**config.mk**
```make
export PLATFORM = sky130hd
export DESIGN_NAME = pci_sec_support
export DESIGN_NICKNAME = d
export VERILOG_FILES = /design/src/hdl/pci_sec_pkg.sv /design/src/hdl/pci_sec_support.sv
export SDC_FILE = /design/constraint.sdc
export NUM_CORES = 1
export LEC_CHECK = 0
export BUFFER_PORTS_ARGS = -buffer_cell sky130_fd_sc_hd__buf_4
export CAP_MARGIN = 20
export CORE_UTILIZATION = 45
export CTS_BUF_LIST = sky130_fd_sc_hd__clkbuf_8
export DETAILED_ROUTE_END_ITERATION = 8
export GPL_TIMING_DRIVEN = 0
export PLACE_DENSITY = 0.73
export SETUP_SLACK_MARGIN = 0.1
export SYNTH_ARGS = -nofsm -noshare
export SYNTH_HDL_FRONTEND = slang
export SYNTH_SLANG_ARGS = --single-unit
```
**constraint.sdc**
```tcl
create_clock -name ref_clk -period 5.1 [get_ports ref_clk]
set_clock_uncertainty 0.05 [all_clocks]
set_input_delay 0.765 -clock ref_clk [delete_from_list [all_inputs] [get_ports ref_clk]]
set_output_delay 0.765 -clock ref_clk [all_outputs]
set_load 0.05 [all_outputs]
```
**src/hdl/pci_sec_pkg.sv**
```systemverilog
// constants, register map and types for the secondary-bus support block
// assumes a single 100 MHz reference clock; all users write pci_sec_pkg::name
package pci_sec_pkg;
    // register byte offsets in configuration space
    localparam logic [7:0] CLK_EN_OFS    = 8'hD8;
    localparam logic [7:0] ARB_CTRL_OFS  = 8'hDC;
    localparam logic [7:0] REQ_MASK_OFS  = 8'hDD;
    localparam logic [7:0] TMO_STAT_OFS  = 8'hDE;
    // reset values: all clocks on, bridge in the high tier
    localparam logic [7:0] CLK_EN_RST    = 8'h7F;
    localparam logic [7:0] ARB_CTRL_RST  = 8'h40;
    localparam logic [7:0] REQ_MASK_RST  = 8'h00;
    // field positions
    localparam int PARK_BIT        = 7;
    localparam int BRIDGE_TIER_BIT = 6;
    localparam int TMO_EN_BIT      = 7;
    localparam int AUTO_MASK_BIT   = 6;
    // clocking
    localparam int REF_MHZ  = 100;
    localparam int F66_MHZ  = 66;
    localparam int F33_MHZ  = 33;
    localparam int F50_MHZ  = 50;
    localparam int F25_MHZ  = 25;
    // reference cycles per output period, rounded to nearest, so 66 and 50 MHz both come out at 2 cycles
    localparam int PER66_RAW = (REF_MHZ + F66_MHZ / 2) / F66_MHZ;
    localparam int PER33_RAW = (REF_MHZ + F33_MHZ / 2) / F33_MHZ;
    localparam int PER50_RAW = (REF_MHZ + F50_MHZ / 2) / F50_MHZ;
    localparam int PER25_RAW = (REF_MHZ + F25_MHZ / 2) / F25_MHZ;
    localparam logic [3:0] PER66_CYC = 4'((PER66_RAW < 2) ? 2 : PER66_RAW);
    localparam logic [3:0] PER33_CYC = 4'((PER33_RAW < 2) ? 2 : PER33_RAW);
    localparam logic [3:0] PER50_CYC = 4'((PER50_RAW < 2) ? 2 : PER50_RAW);
    localparam logic [3:0] PER25_CYC = 4'((PER25_RAW < 2) ? 2 : PER25_RAW);
    // grant response window in reference clocks
    localparam logic [4:0] TMO_CLKS = 5'h10;
    // power-event resend interval
    localparam int PME_RESEND_US  = 1000;
    localparam int PME_RESEND_CYC = PME_RESEND_US * REF_MHZ;
    localparam logic [3:0] INTX_IDLE = 4'hF;
    localparam logic [7:0] PME_TAG   = 8'h00;
    typedef enum logic [1:0] {
        MSG_NONE     = 2'b00,
        MSG_ASSERT   = 2'b01,
        MSG_DEASSERT = 2'b10,
        MSG_PME      = 2'b11
    } msg_kind_t;
    typedef enum logic [1:0] {
        ARB_IDLE    = 2'b00,
        ARB_GRANTED = 2'b01,
        ARB_BUSY    = 2'b10
    } arb_state_t;
endpackage

```
**src/hdl/pci_sec_support.sv**
```systemverilog
// secondary-bus support: clock outputs, arbiter, config translation, messages
// assumes all inputs synchronous to ref_clk; config registers reached by byte port
`timescale 1ns/1ps
module pci_sec_support #(
    parameter int PME_RESEND_CYC = pci_sec_pkg::PME_RESEND_CYC
) (
    input  wire logic        ref_clk,
    input  wire logic        nrst,
    input  wire logic        base_frequency_select,
    input  wire logic        m66en,
    output logic [6:0]       secondary_clock_outputs,
    input  wire logic        reg_wr,
    input  wire logic        reg_rd,
    input  wire logic [7:0]  reg_addr,
    input  wire logic [7:0]  reg_wdata,
    output logic [7:0]       reg_rdata,
    input  wire logic [5:0]  req_n,
    input  wire logic        bridge_req,
    input  wire logic        frame_n,
    input  wire logic        irdy_n,
    output logic [5:0]       gnt_n,
    output logic             bridge_gnt,
    input  wire logic        cfg_req,
    input  wire logic        cfg_type1,
    input  wire logic [7:0]  cfg_bus,
    input  wire logic [4:0]  cfg_dev,
    input  wire logic [2:0]  cfg_fn,
    input  wire logic [5:0]  cfg_reg,
    input  wire logic [7:0]  sec_bus_num,
    output logic             cfg_local,
    output logic             pci_cfg_valid,
    output logic             pci_cfg_type1,
    output logic [31:0]      pci_cfg_addr,
    input  wire logic [3:0]  intx_n,
    input  wire logic        pme_n,
    input  wire logic        msg_ready,
    output logic             msg_valid,
    output pci_sec_pkg::msg_kind_t msg_kind,
    output logic [1:0]       msg_code,
    output logic [15:0]      msg_req_id,
    output logic [7:0]       msg_tag
);
    logic [7:0]              clk_en;
    logic [7:0]              arb_ctrl;
    logic [7:0]              req_mask;
    logic [5:0]              tmo_stat;
    logic [5:0]              auto_mask;
    logic [3:0]              div_cnt;
    logic [3:0]              next_cnt;
    logic [3:0]              per_cyc;
    logic                    div_wrap;
    logic                    next_phase;
    pci_sec_pkg::arb_state_t arb_state;
    pci_sec_pkg::arb_state_t next_state;
    logic [6:0]              gnt;
    logic [6:0]              next_gnt;
    logic [4:0]              tmo_cnt;
    logic [6:0]              active;
    logic [6:0]              high;
    logic [6:0]              pool;
    logic [6:0]              winner;
    logic                    bus_idle;
    logic                    tmo_hit;
    logic                    tmo_act;
    logic                    req_gone;
    logic [15:0]             idsel;
    logic                    to_secondary;
    logic [3:0]              intx_rep;
    logic [3:0]              intx_diff;
    logic                    pme_prev;
    logic                    pme_pend;
    logic [31:0]             pme_cnt;
    logic                    pme_fall;
    logic                    pme_tick;
    logic                    out_free;
    logic                    wr_clk;
    logic                    wr_ctrl;
    logic                    wr_mask;

    // frequency selection from the two straps
    // fast base pair
    assign per_cyc    = base_frequency_select ? (m66en ? pci_sec_pkg::PER66_CYC : pci_sec_pkg::PER33_CYC)
                                              : (m66en ? pci_sec_pkg::PER50_CYC : pci_sec_pkg::PER25_CYC);
    assign div_wrap   = (div_cnt >= per_cyc - 4'h1);
    assign next_cnt   = div_wrap ? 4'h0 : div_cnt + 4'h1;
    // high for the first half period; an odd period spends its extra cycle low
    assign next_phase = (next_cnt < {1'b0, per_cyc[3:1]});

    // divider: rates are rounded to whole reference periods, so 66 and 50 MHz share one rate
    always_ff @(posedge ref_clk or negedge nrst)
    begin
        if (!nrst)
            div_cnt <= 4'h0;
        else
            div_cnt <= next_cnt;
    end

    // gated clock outputs, bit 6 is the loopback output
    always_ff @(posedge ref_clk or negedge nrst)
    begin
        if (!nrst)
            secondary_clock_outputs <= 7'h00;
        else
            secondary_clock_outputs <= {7{next_phase}} & clk_en[6:0];
    end

    // register write decode
    assign wr_clk  = reg_wr && (reg_addr == pci_sec_pkg::CLK_EN_OFS);
    assign wr_ctrl = reg_wr && (reg_addr == pci_sec_pkg::ARB_CTRL_OFS);
    assign wr_mask = reg_wr && (reg_addr == pci_sec_pkg::REQ_MASK_OFS);

    // software owns the clock enables; unused bit 7 stays zero
    always_ff @(posedge ref_clk or negedge nrst)
    begin
        if (!nrst)
        begin
            clk_en   <= pci_sec_pkg::CLK_EN_RST;
            arb_ctrl <= pci_sec_pkg::ARB_CTRL_RST;
            req_mask <= pci_sec_pkg::REQ_MASK_RST;
        end
        else
        begin
            if (wr_clk)
                clk_en <= {1'b0, reg_wdata[6:0]};
            if (wr_ctrl)
                arb_ctrl <= reg_wdata;
            if (wr_mask)
                req_mask <= reg_wdata;
        end
    end

    // read mux, unmapped offsets read zero
    always_ff @(posedge ref_clk or negedge nrst)
    begin
        if (!nrst)
            reg_rdata <= 8'h00;
        else if (reg_rd)
            case (reg_addr)
                pci_sec_pkg::CLK_EN_OFS:   reg_rdata <= clk_en;
                pci_sec_pkg::ARB_CTRL_OFS: reg_rdata <= arb_ctrl;
                pci_sec_pkg::REQ_MASK_OFS: reg_rdata <= req_mask;
                pci_sec_pkg::TMO_STAT_OFS: reg_rdata <= {2'b00, tmo_stat};
                default:                   reg_rdata <= 8'h00;
            endcase
    end

    // high tier bits are 5:0 per device and 6 for the bridge
    assign active   = {bridge_req, ~req_n & ~req_mask[5:0] & ~auto_mask};
    assign high     = active & arb_ctrl[6:0];
    assign pool     = (|high) ? high : active;
    assign bus_idle = frame_n && irdy_n;
    assign req_gone = ~|(gnt & active);
    assign tmo_hit  = (tmo_cnt == pci_sec_pkg::TMO_CLKS - 5'h01);
    assign tmo_act  = tmo_hit && !gnt[6] && (req_mask[pci_sec_pkg::TMO_EN_BIT] || req_mask[pci_sec_pkg::AUTO_MASK_BIT]);

    // fixed order inside a tier: bridge first, then device 0 upward
    always_comb
    begin
        winner = 7'h00;
        if (pool[6])
            winner = 7'h40;
        else
            for (int i = 5; i >= 0; i--)
                if (pool[i])
                    winner = 7'(1 << i);
    end

    // arbiter sequencing; grants are only issued while the bus is idle
    always_comb
    begin
        next_state = arb_state;
        next_gnt   = gnt;
        case (arb_state)
            pci_sec_pkg::ARB_IDLE:
            begin
                // park on the bridge only when the park bit is set
                next_gnt = (|winner) ? winner : {arb_ctrl[pci_sec_pkg::PARK_BIT], 6'h00};
                if (|winner && bus_idle)
                    next_state = pci_sec_pkg::ARB_GRANTED;
                else if (!bus_idle)
                    next_gnt = 7'h00;
            end
            pci_sec_pkg::ARB_GRANTED:
            begin
                // the wait ends when the grantee opens a frame
                if (!frame_n)
                    next_state = pci_sec_pkg::ARB_BUSY;
                else if (req_gone || tmo_act)
                begin
                    next_state = pci_sec_pkg::ARB_IDLE;
                    next_gnt   = 7'h00;
                end
            end
            pci_sec_pkg::ARB_BUSY:
            begin
                next_gnt = 7'h00;
                if (bus_idle)
                    next_state = pci_sec_pkg::ARB_IDLE;
            end
            default:
            begin
                next_state = pci_sec_pkg::ARB_IDLE;
                next_gnt   = 7'h00;
            end
        endcase
    end

    always_ff @(posedge ref_clk or negedge nrst)
    begin
        if (!nrst)
        begin
            arb_state  <= pci_sec_pkg::ARB_IDLE;
            gnt        <= 7'h00;
            gnt_n      <= 6'h3F;
            bridge_gnt <= 1'b0;
        end
        else
        begin
            arb_state  <= next_state;
            gnt        <= next_gnt;
            gnt_n      <= ~next_gnt[5:0];
            bridge_gnt <= next_gnt[6];
        end
    end

    // response counter runs only while waiting on a grantee
    always_ff @(posedge ref_clk or negedge nrst)
    begin
        if (!nrst)
            tmo_cnt <= 5'h00;
        else if (arb_state == pci_sec_pkg::ARB_GRANTED && frame_n && !tmo_hit)
            tmo_cnt <= tmo_cnt + 5'h01;
        else
            tmo_cnt <= 5'h00;
    end

    always_ff @(posedge ref_clk or negedge nrst)
    begin
        if (!nrst)
        begin
            tmo_stat  <= 6'h00;
            auto_mask <= 6'h00;
        end
        else
        begin
            if (!req_mask[pci_sec_pkg::TMO_EN_BIT])
                tmo_stat <= 6'h00;
            else if (tmo_act && frame_n && arb_state == pci_sec_pkg::ARB_GRANTED)
                tmo_stat <= tmo_stat | gnt[5:0];
            if (!req_mask[pci_sec_pkg::AUTO_MASK_BIT])
                auto_mask <= 6'h00;
            else if (tmo_act && frame_n && arb_state == pci_sec_pkg::ARB_GRANTED)
                auto_mask <= auto_mask | gnt[5:0];
        end
    end

    assign to_secondary = cfg_type1 && (cfg_bus == sec_bus_num);
    assign idsel        = cfg_dev[4] ? 16'h0000 : 16'(16'h0001 << cfg_dev[3:0]);

    always_ff @(posedge ref_clk or negedge nrst)
    begin
        if (!nrst)
        begin
            cfg_local     <= 1'b0;
            pci_cfg_valid <= 1'b0;
            pci_cfg_type1 <= 1'b0;
            pci_cfg_addr  <= 32'h0000_0000;
        end
        else
        begin
            // type 0 stays inside the bridge
            cfg_local     <= cfg_req && !cfg_type1;
            pci_cfg_valid <= cfg_req && cfg_type1;
            pci_cfg_type1 <= cfg_req && cfg_type1 && !to_secondary;
            if (cfg_req && cfg_type1)
                pci_cfg_addr <= to_secondary ? {idsel, 5'h00, cfg_fn, cfg_reg, 2'b00}
                                             : {8'h00, cfg_bus, cfg_dev, cfg_fn, cfg_reg, 2'b01};
        end
    end

    // pending interrupt changes are differences from what was reported
    assign intx_diff = intx_n ^ intx_rep;
    assign out_free  = !msg_valid || msg_ready;
    assign pme_fall  = pme_prev && !pme_n;
    assign pme_tick  = !pme_n && (pme_cnt == 32'(PME_RESEND_CYC - 1));

    // resend timer restarts on every fall and stops once released
    always_ff @(posedge ref_clk or negedge nrst)
    begin
        if (!nrst)
        begin
            pme_prev <= 1'b1;
            pme_cnt  <= 32'h0000_0000;
        end
        else
        begin
            pme_prev <= pme_n;
            pme_cnt  <= (pme_n || pme_fall || pme_tick) ? 32'h0000_0000 : pme_cnt + 32'h0000_0001;
        end
    end

    // message output; interrupts beat power events, lowest line first
    // a new request landing on the send cycle survives: the set wins
    always_ff @(posedge ref_clk or negedge nrst)
    begin
        if (!nrst)
        begin
            intx_rep   <= pci_sec_pkg::INTX_IDLE;
            pme_pend   <= 1'b0;
            msg_valid  <= 1'b0;
            msg_kind   <= pci_sec_pkg::MSG_NONE;
            msg_code   <= 2'b00;
            msg_req_id <= 16'h0000;
            msg_tag    <= 8'h00;
        end
        else if (out_free)
        begin
            msg_valid <= 1'b0;
            msg_kind  <= pci_sec_pkg::MSG_NONE;
            pme_pend  <= pme_pend || pme_fall || pme_tick;
            if (|intx_diff)
            begin
                msg_valid <= 1'b1;
                for (int i = 3; i >= 0; i--)
                    if (intx_diff[i])
                    begin
                        msg_code <= 2'(i);
                        msg_kind <= intx_n[i] ? pci_sec_pkg::MSG_DEASSERT : pci_sec_pkg::MSG_ASSERT;
                    end
                intx_rep <= intx_rep ^ (intx_diff & (~intx_diff + 4'h1));
            end
            else if (pme_pend || pme_fall)
            begin
                // tag and requester of the power-event message
                msg_valid  <= 1'b1;
                msg_kind   <= pci_sec_pkg::MSG_PME;
                msg_code   <= 2'b00;
                msg_req_id <= {sec_bus_num, 8'h00};
                msg_tag    <= pci_sec_pkg::PME_TAG;
                pme_pend   <= pme_tick;
            end
        end
        else
            pme_pend <= pme_pend || pme_fall || pme_tick;
    end
endmodule

```
Word-level counts from Yosys, hierarchy flattened --
Index checks and enable logic that the tools add are counted.
Word-level totals: output and inout port bits 86, bits in writable memories 0, latch bits 0, logic and storage cells 158, ROM bits 0, bits of input ports 69, flip-flop bits (word level) 161, memories 0
Cells by class: equality and inequality tests 15, divide/modulo/power cells 0, multiply operators 0, bitwise gates (word level) 16, muxes and demuxes 53, $add $sub $neg 5, shift operators 1, reduce and logical (&&, ||, !) cells 41, magnitude comparators 2
Operator list (count):
- 7-bit 2-to-1 mux | 12
- 32-bit 2-to-1 mux | 2
- 2-bit 2-to-1 mux | 20
- 32-bit by 1-bit adder with 32-bit output, second input constant | 1
- 32-bit by 17-bit equality test with 1-bit output, second input constant | 1
- 8-bit equality test, second input constant | 4
- 8-bit case mux with 4 select lines | 1
- 6-bit 2-to-1 mux | 5
- 6-bit inverter | 4
- 7-bit AND | 3
- 7-bit OR reduction | 3
- 1-bit logical AND | 17
- 16-bit 2-to-1 mux | 1
- 1-bit by 4-bit << shifter with 16-bit output, first input constant | 1
- 7-bit case mux with 2 select lines | 1
- 6-bit AND | 2
- 6-bit OR | 2
- 3-bit AND reduction | 3
- 4-bit by 1-bit adder with 4-bit output, second input constant | 2
- 8-bit equality test | 1
- 4-bit XOR | 2
- 1-bit logical NOT | 7
- 1-bit logical OR | 7
- 1-bit 2-to-1 mux | 6
- other kinds (22) | 25

Depth between registers and ports, before layout --
word-level depth 19, gate-level depth with buffers 8, mapped depth without buffers 8

Least setup slack after synthesis --
No wires, ideal clock.
path type input to register, from in req_n[5], to reg gnt[3], required time 4.982 ns, library setup time 0.068 ns, arrival time 2.571 ns, path slack 2.411 ns, stages on the path 6, path buffers 1, cells stage by stage or4b_2 -> and3_1 -> clkbuf_1 -> a31o_2 -> a21oi_1 -> a32o_1
Between the ends: word-level cells in the longest chain between the ends 18, elaborated cells on any way between the ends 25, classes of those cells mux (14); bitwise (5); reduce/logical (6)
Ends and longest elaborated chain:
- from (decl) | RTL line pci_sec_support.sv:17 | input wire logic [5:0] req_n,
- 6-bit inverter * | RTL line pci_sec_support.sv:148 | assign active = {bridge_req, ~req_n & ~req_mask[5:0] & ~auto_mask};
- 6-bit AND * (2 in series) | RTL line pci_sec_support.sv:148
- 7-bit AND | RTL line pci_sec_support.sv:149 | assign high = active & arb_ctrl[6:0];
- 7-bit OR reduction | RTL line pci_sec_support.sv:150 | assign pool = (|high) ? high : active;
- 7-bit 2-to-1 mux | RTL line pci_sec_support.sv:150
- 6-bit 2-to-1 mux | RTL line pci_sec_support.sv:164 | if (pool[i])
- 7-bit 2-to-1 mux (5 in series) | RTL line pci_sec_support.sv:164
- 7-bit 2-to-1 mux | RTL line pci_sec_support.sv:160 | if (pool[6])
- 7-bit OR reduction | RTL line pci_sec_support.sv:177, pci_sec_support.sv:178
- 7-bit 2-to-1 mux | RTL line pci_sec_support.sv:177 | next_gnt = (|winner) ? winner : {arb_ctrl[pci_sec_pkg::PARK_BIT], 6'h00};
- 7-bit 2-to-1 mux | RTL line pci_sec_support.sv:180 | else if (!bus_idle)
- 7-bit 2-to-1 mux | RTL line pci_sec_support.sv:178 | if (|winner && bus_idle)
- 7-bit case mux with 2 select lines * | RTL line pci_sec_support.sv:173 | case (arb_state)
- net next_gnt[3] | RTL line pci_sec_support.sv:56 | logic [6:0] next_gnt;
- to (signal assigned) | RTL line pci_sec_support.sv:220 | gnt <= next_gnt;
- to (decl) | RTL line pci_sec_support.sv:55 | logic [6:0] gnt;
The timed path passes the listed nets; every way through them passes the cells marked *. A chain may end at the register's enable or synchronous reset.

Worst setup path in the final report --
from in reg_addr[5], to reg req_mask[4]
Between the ends: word-level cells in the longest chain between the ends 2
Ends and longest elaborated chain:
- from (decl) | RTL line pci_sec_support.sv:14 | input wire logic [7:0] reg_addr,
- 8-bit equality test | RTL line pci_sec_support.sv:110 | assign wr_mask = reg_wr && (reg_addr == pci_sec_pkg::REQ_MASK_OFS);
- 1-bit logical AND | RTL line pci_sec_support.sv:110
- to (signal assigned) | RTL line pci_sec_support.sv:119 | req_mask <= pci_sec_pkg::REQ_MASK_RST;
- to (signal assigned) | RTL line pci_sec_support.sv:128 | req_mask <= reg_wdata;
- to (decl) | RTL line pci_sec_support.sv:45 | logic [7:0] req_mask;
No other way between the ends.

==> qor.yml <==
grt_pass1_wl_um: 26230
maxCapViolations: 0
synthTopCellsByArea: "dfrtp_1, dfstp_2, mux2_2"
setup_viol: 0
insertion_delay_ns: 0.46
path_clk_slew_ns: 0.09
wl_um: 16490
ys_seq_area_share_pct: 53.91
reg2reg_from: "pme_cnt[18]"
worst_ep_arrival_time_ns: 3.03
cts_resized: 0
coreArea_sq_um: 16000
gp_congestion: 0.8418
rr_worst_depth: 7
status: "complete, no violations"
rsz0062_at_grt: "no"
gr-usage-all-layers_pct: 20.07
io_buffers: 135
fillers: 1373
grt_pass1_vias: 5294
r2r_setup_slack_ns: 2.36
required_ns: 5.39
hold_violations: 0
maxSlewViolCount: 0
die_h_um: 130.5
async_flop_share_pct: 100.0
r2r_end: "pme_cnt[5]"
fin_util_pct: 58.03
drive_gt1_share_pct: 31.24
die_area_sq_um: 17020
fmax_mhz: 364.1
cts_buffers: 17
finalCritPeriodShare_pct: 53.85
p_per_area_nw_per_um2: 356.5
power.leakage_nw: 4.256
fin_tns_setup_ns: 0
drc: 0
hold_buffers: 0
cp_num_buf_inv: 2
hold_class: "input pin to asynchronous set/reset pin"
p_total_mw: 3.310
synth_most_common_cell: "dfrtp_1"
synth_cell_types: 65
fin_crit_ns: 2.746
startpoint: "reg_addr[5]"
synth_top_flop_cell: "dfrtp_1"
place_hpwl_um: 12250
worstSetupPathType: "input pin to register"
ys_ff_latch: 159
cts-root-buf: "clkbuf_8"
postCtsSetupBuffers: 0
cp_top_family: "simple AND/OR/NAND/NOR gates"
rows: 46
crit_path_cell_trace: "buf_4 -> nand4b_1 -> nor3_1 -> and2_1 -> clkbuf_1 -> mux2_2"
syn_area_sq_um: 7425
netlist_instances: 671
clock-sinks: 159
avgSynthCellArea_sq_um: 11.07
seq_area_sq_um: 4003
ir_worst_vdd_uv: 217.0
synth_top_area_cell: "dfrtp_1"
antenna_found_initial: 0
area_delta_synth_final_pct: 25.06
grt_max_degree: 103
cts_tree: "built"
overflow: 0
ys_warn_count: 0
ios: 155
via_count: 5633
h-tree-depth: 4
cts.path.max_buffers: 2
startpoint_type: "input pin"
start_util_pct: 46.40
antenna_left: 0
worstMarginPinSlew_ns: 0.9563
final_nets: 923
slowest_stage: "nor3_1"
diodes: 0
drtPass1Iterations: 7
synth_edf_count: 0
slowest_delay_ns: 0.84
slew_headroom_pct: 35.76
post_drt_wl_per_cell_um: 15.35
critical_path.max_fanout: 9
dieWidth_um: 130.5
crit_path_end_kind: "register"
drt_iter0_drc: 365
routed_via_density: 5.245
yosys.area.top_type_share_pct: 47.19
synthTopCellsByCount: "dfrtp_1, nand2_1, nor2_1"
multi_input_area_sq_um: 3172
[how the worst max path moves through the flow]
| stage | depth (start not counted) | to | slack, ns |
|---|---|---|---|
| floorplan | 6 | gnt[3] | 2.41 |
| global placement | 5 | clk_en[3] | 1.89 |
| detailed placement | 6 | req_mask[4] | 1.88 |
| CTS | 7 | pme_cnt[6] | 2.34 |
| global route | 7 | pme_cnt[6] | 2.18 |
| finish | 6 | req_mask[4] | 2.35 |
[kinds of logic (layout without fill, tap and decap cells)]
family                   Yosys count  in the layout  synth area share [%]
flip-flops                       159            159                 53.91
multiplexers                      42             42                 6.353
XOR/XNOR                          38             38                 4.483
other                              1             18               0.05051
buffers and inverters             65            235                 4.230
AND/OR/NAND/NOR                  230            230                 16.62
adder cells (fa/ha/maj)           13             13                 2.056
AO/OA/AOI/OAI                    123            123                 12.30
[flip-flops by register name, summed over array words and instances (netlist names), 4 cells and up, named ones only]
| register | count |
|---|---|
| tmo_stat | 6 |
| reg_rdata | 8 |
| gnt_n | 6 |
| div_cnt | 4 |
| auto_mask | 6 |
| req_mask | 8 |
| tmo_cnt | 5 |
| arb_ctrl | 8 |
| secondary_clock_outputs | 7 |
| clk_en | 7 |
| pci_cfg_addr | 31 |
| pme_cnt | 32 |
| msg_req_id | 8 |
| gnt | 6 |
[cell type report]
class                   instances  area share [%]
clock inverters                13           2.264
plain buffers                  40           2.372
repair buffers                138           11.36
well taps                     216           2.911
multi-input cells             464           34.16
inverters                      25           1.011
flip-flops and latches        159           43.11
clock buffers                  19           2.816
[metrics by stage]
step	hold slack (ns)	setup WS, ns	instances	instance area [sq um]
2_1_floorplan	0.3592	2.411	688	7488
3_3_place_gp	0.3957	1.885	1039	8772
3_5_place_dp	0.4134	1.878	1041	8808
4_1_cts	0.2160	2.341	1073	9280
5_1_grt	0.2406	2.179	1074	9285
6_report	0.2129	2.354	1074	9285
[power breakdown]
part,switching [mW],internal [mW],total (mW)
combinational,0.519,0.274,0.793
sequential,0.0681,1.38,1.45
clock,0.459,0.610,1.07
total,1.05,2.26,3.31
[worst reg2reg max path, delay by kind of cell, from the launching register on]
kind | cells | cell delay (ns)
AND/OR/NAND/NOR | 5 | 1.62
buffers and inverters | 2 | 0.49
flip-flops | 1 | 0.45
[routing by layer]
metal | routed length (um) | up-vias | track usage [%]
li1 | - | 2747 | -
met1 | 7489 | 2673 | 27.32
met2 | 7698 | 189 | 31.88
met3 | 1014 | 24 | 4.153
met4 | 287 | 0 | 7.235
met5 | 0 | - | 0
[cell usage in the layout (no fill, tap or decap), types with 4 or more instances in the layout]
cell	count
nor4b_1	5
o21ai_0	20
buf_2	6
maj3_1	4
dfstp_2	19
nor2_1	49
inv_1	26
conb_1	18
nor2b_1	8
nand4_1	8
clkinv_4	4
o31ai_1	8
xor2_1	11
clkbuf_8	19
or3_1	10
nor4_1	12
a21oi_1	11
and2_1	13
xnor2_1	27
a32oi_1	5
a31o_2	4
nand3_1	14
a222oi_1	7
nand2_1	51
a22oi_1	11
clkbuf_1	16
nand2b_1	8
mux2_2	41
and3_1	12
nor3_1	14
a32o_1	4
a22o_1	14
dfrtp_1	140
bufinv_16	5
or4_1	5
ha_1	9
buf_4	151
o21a_1	13
or4b_2	6
(Power assumes the default switching activity.)
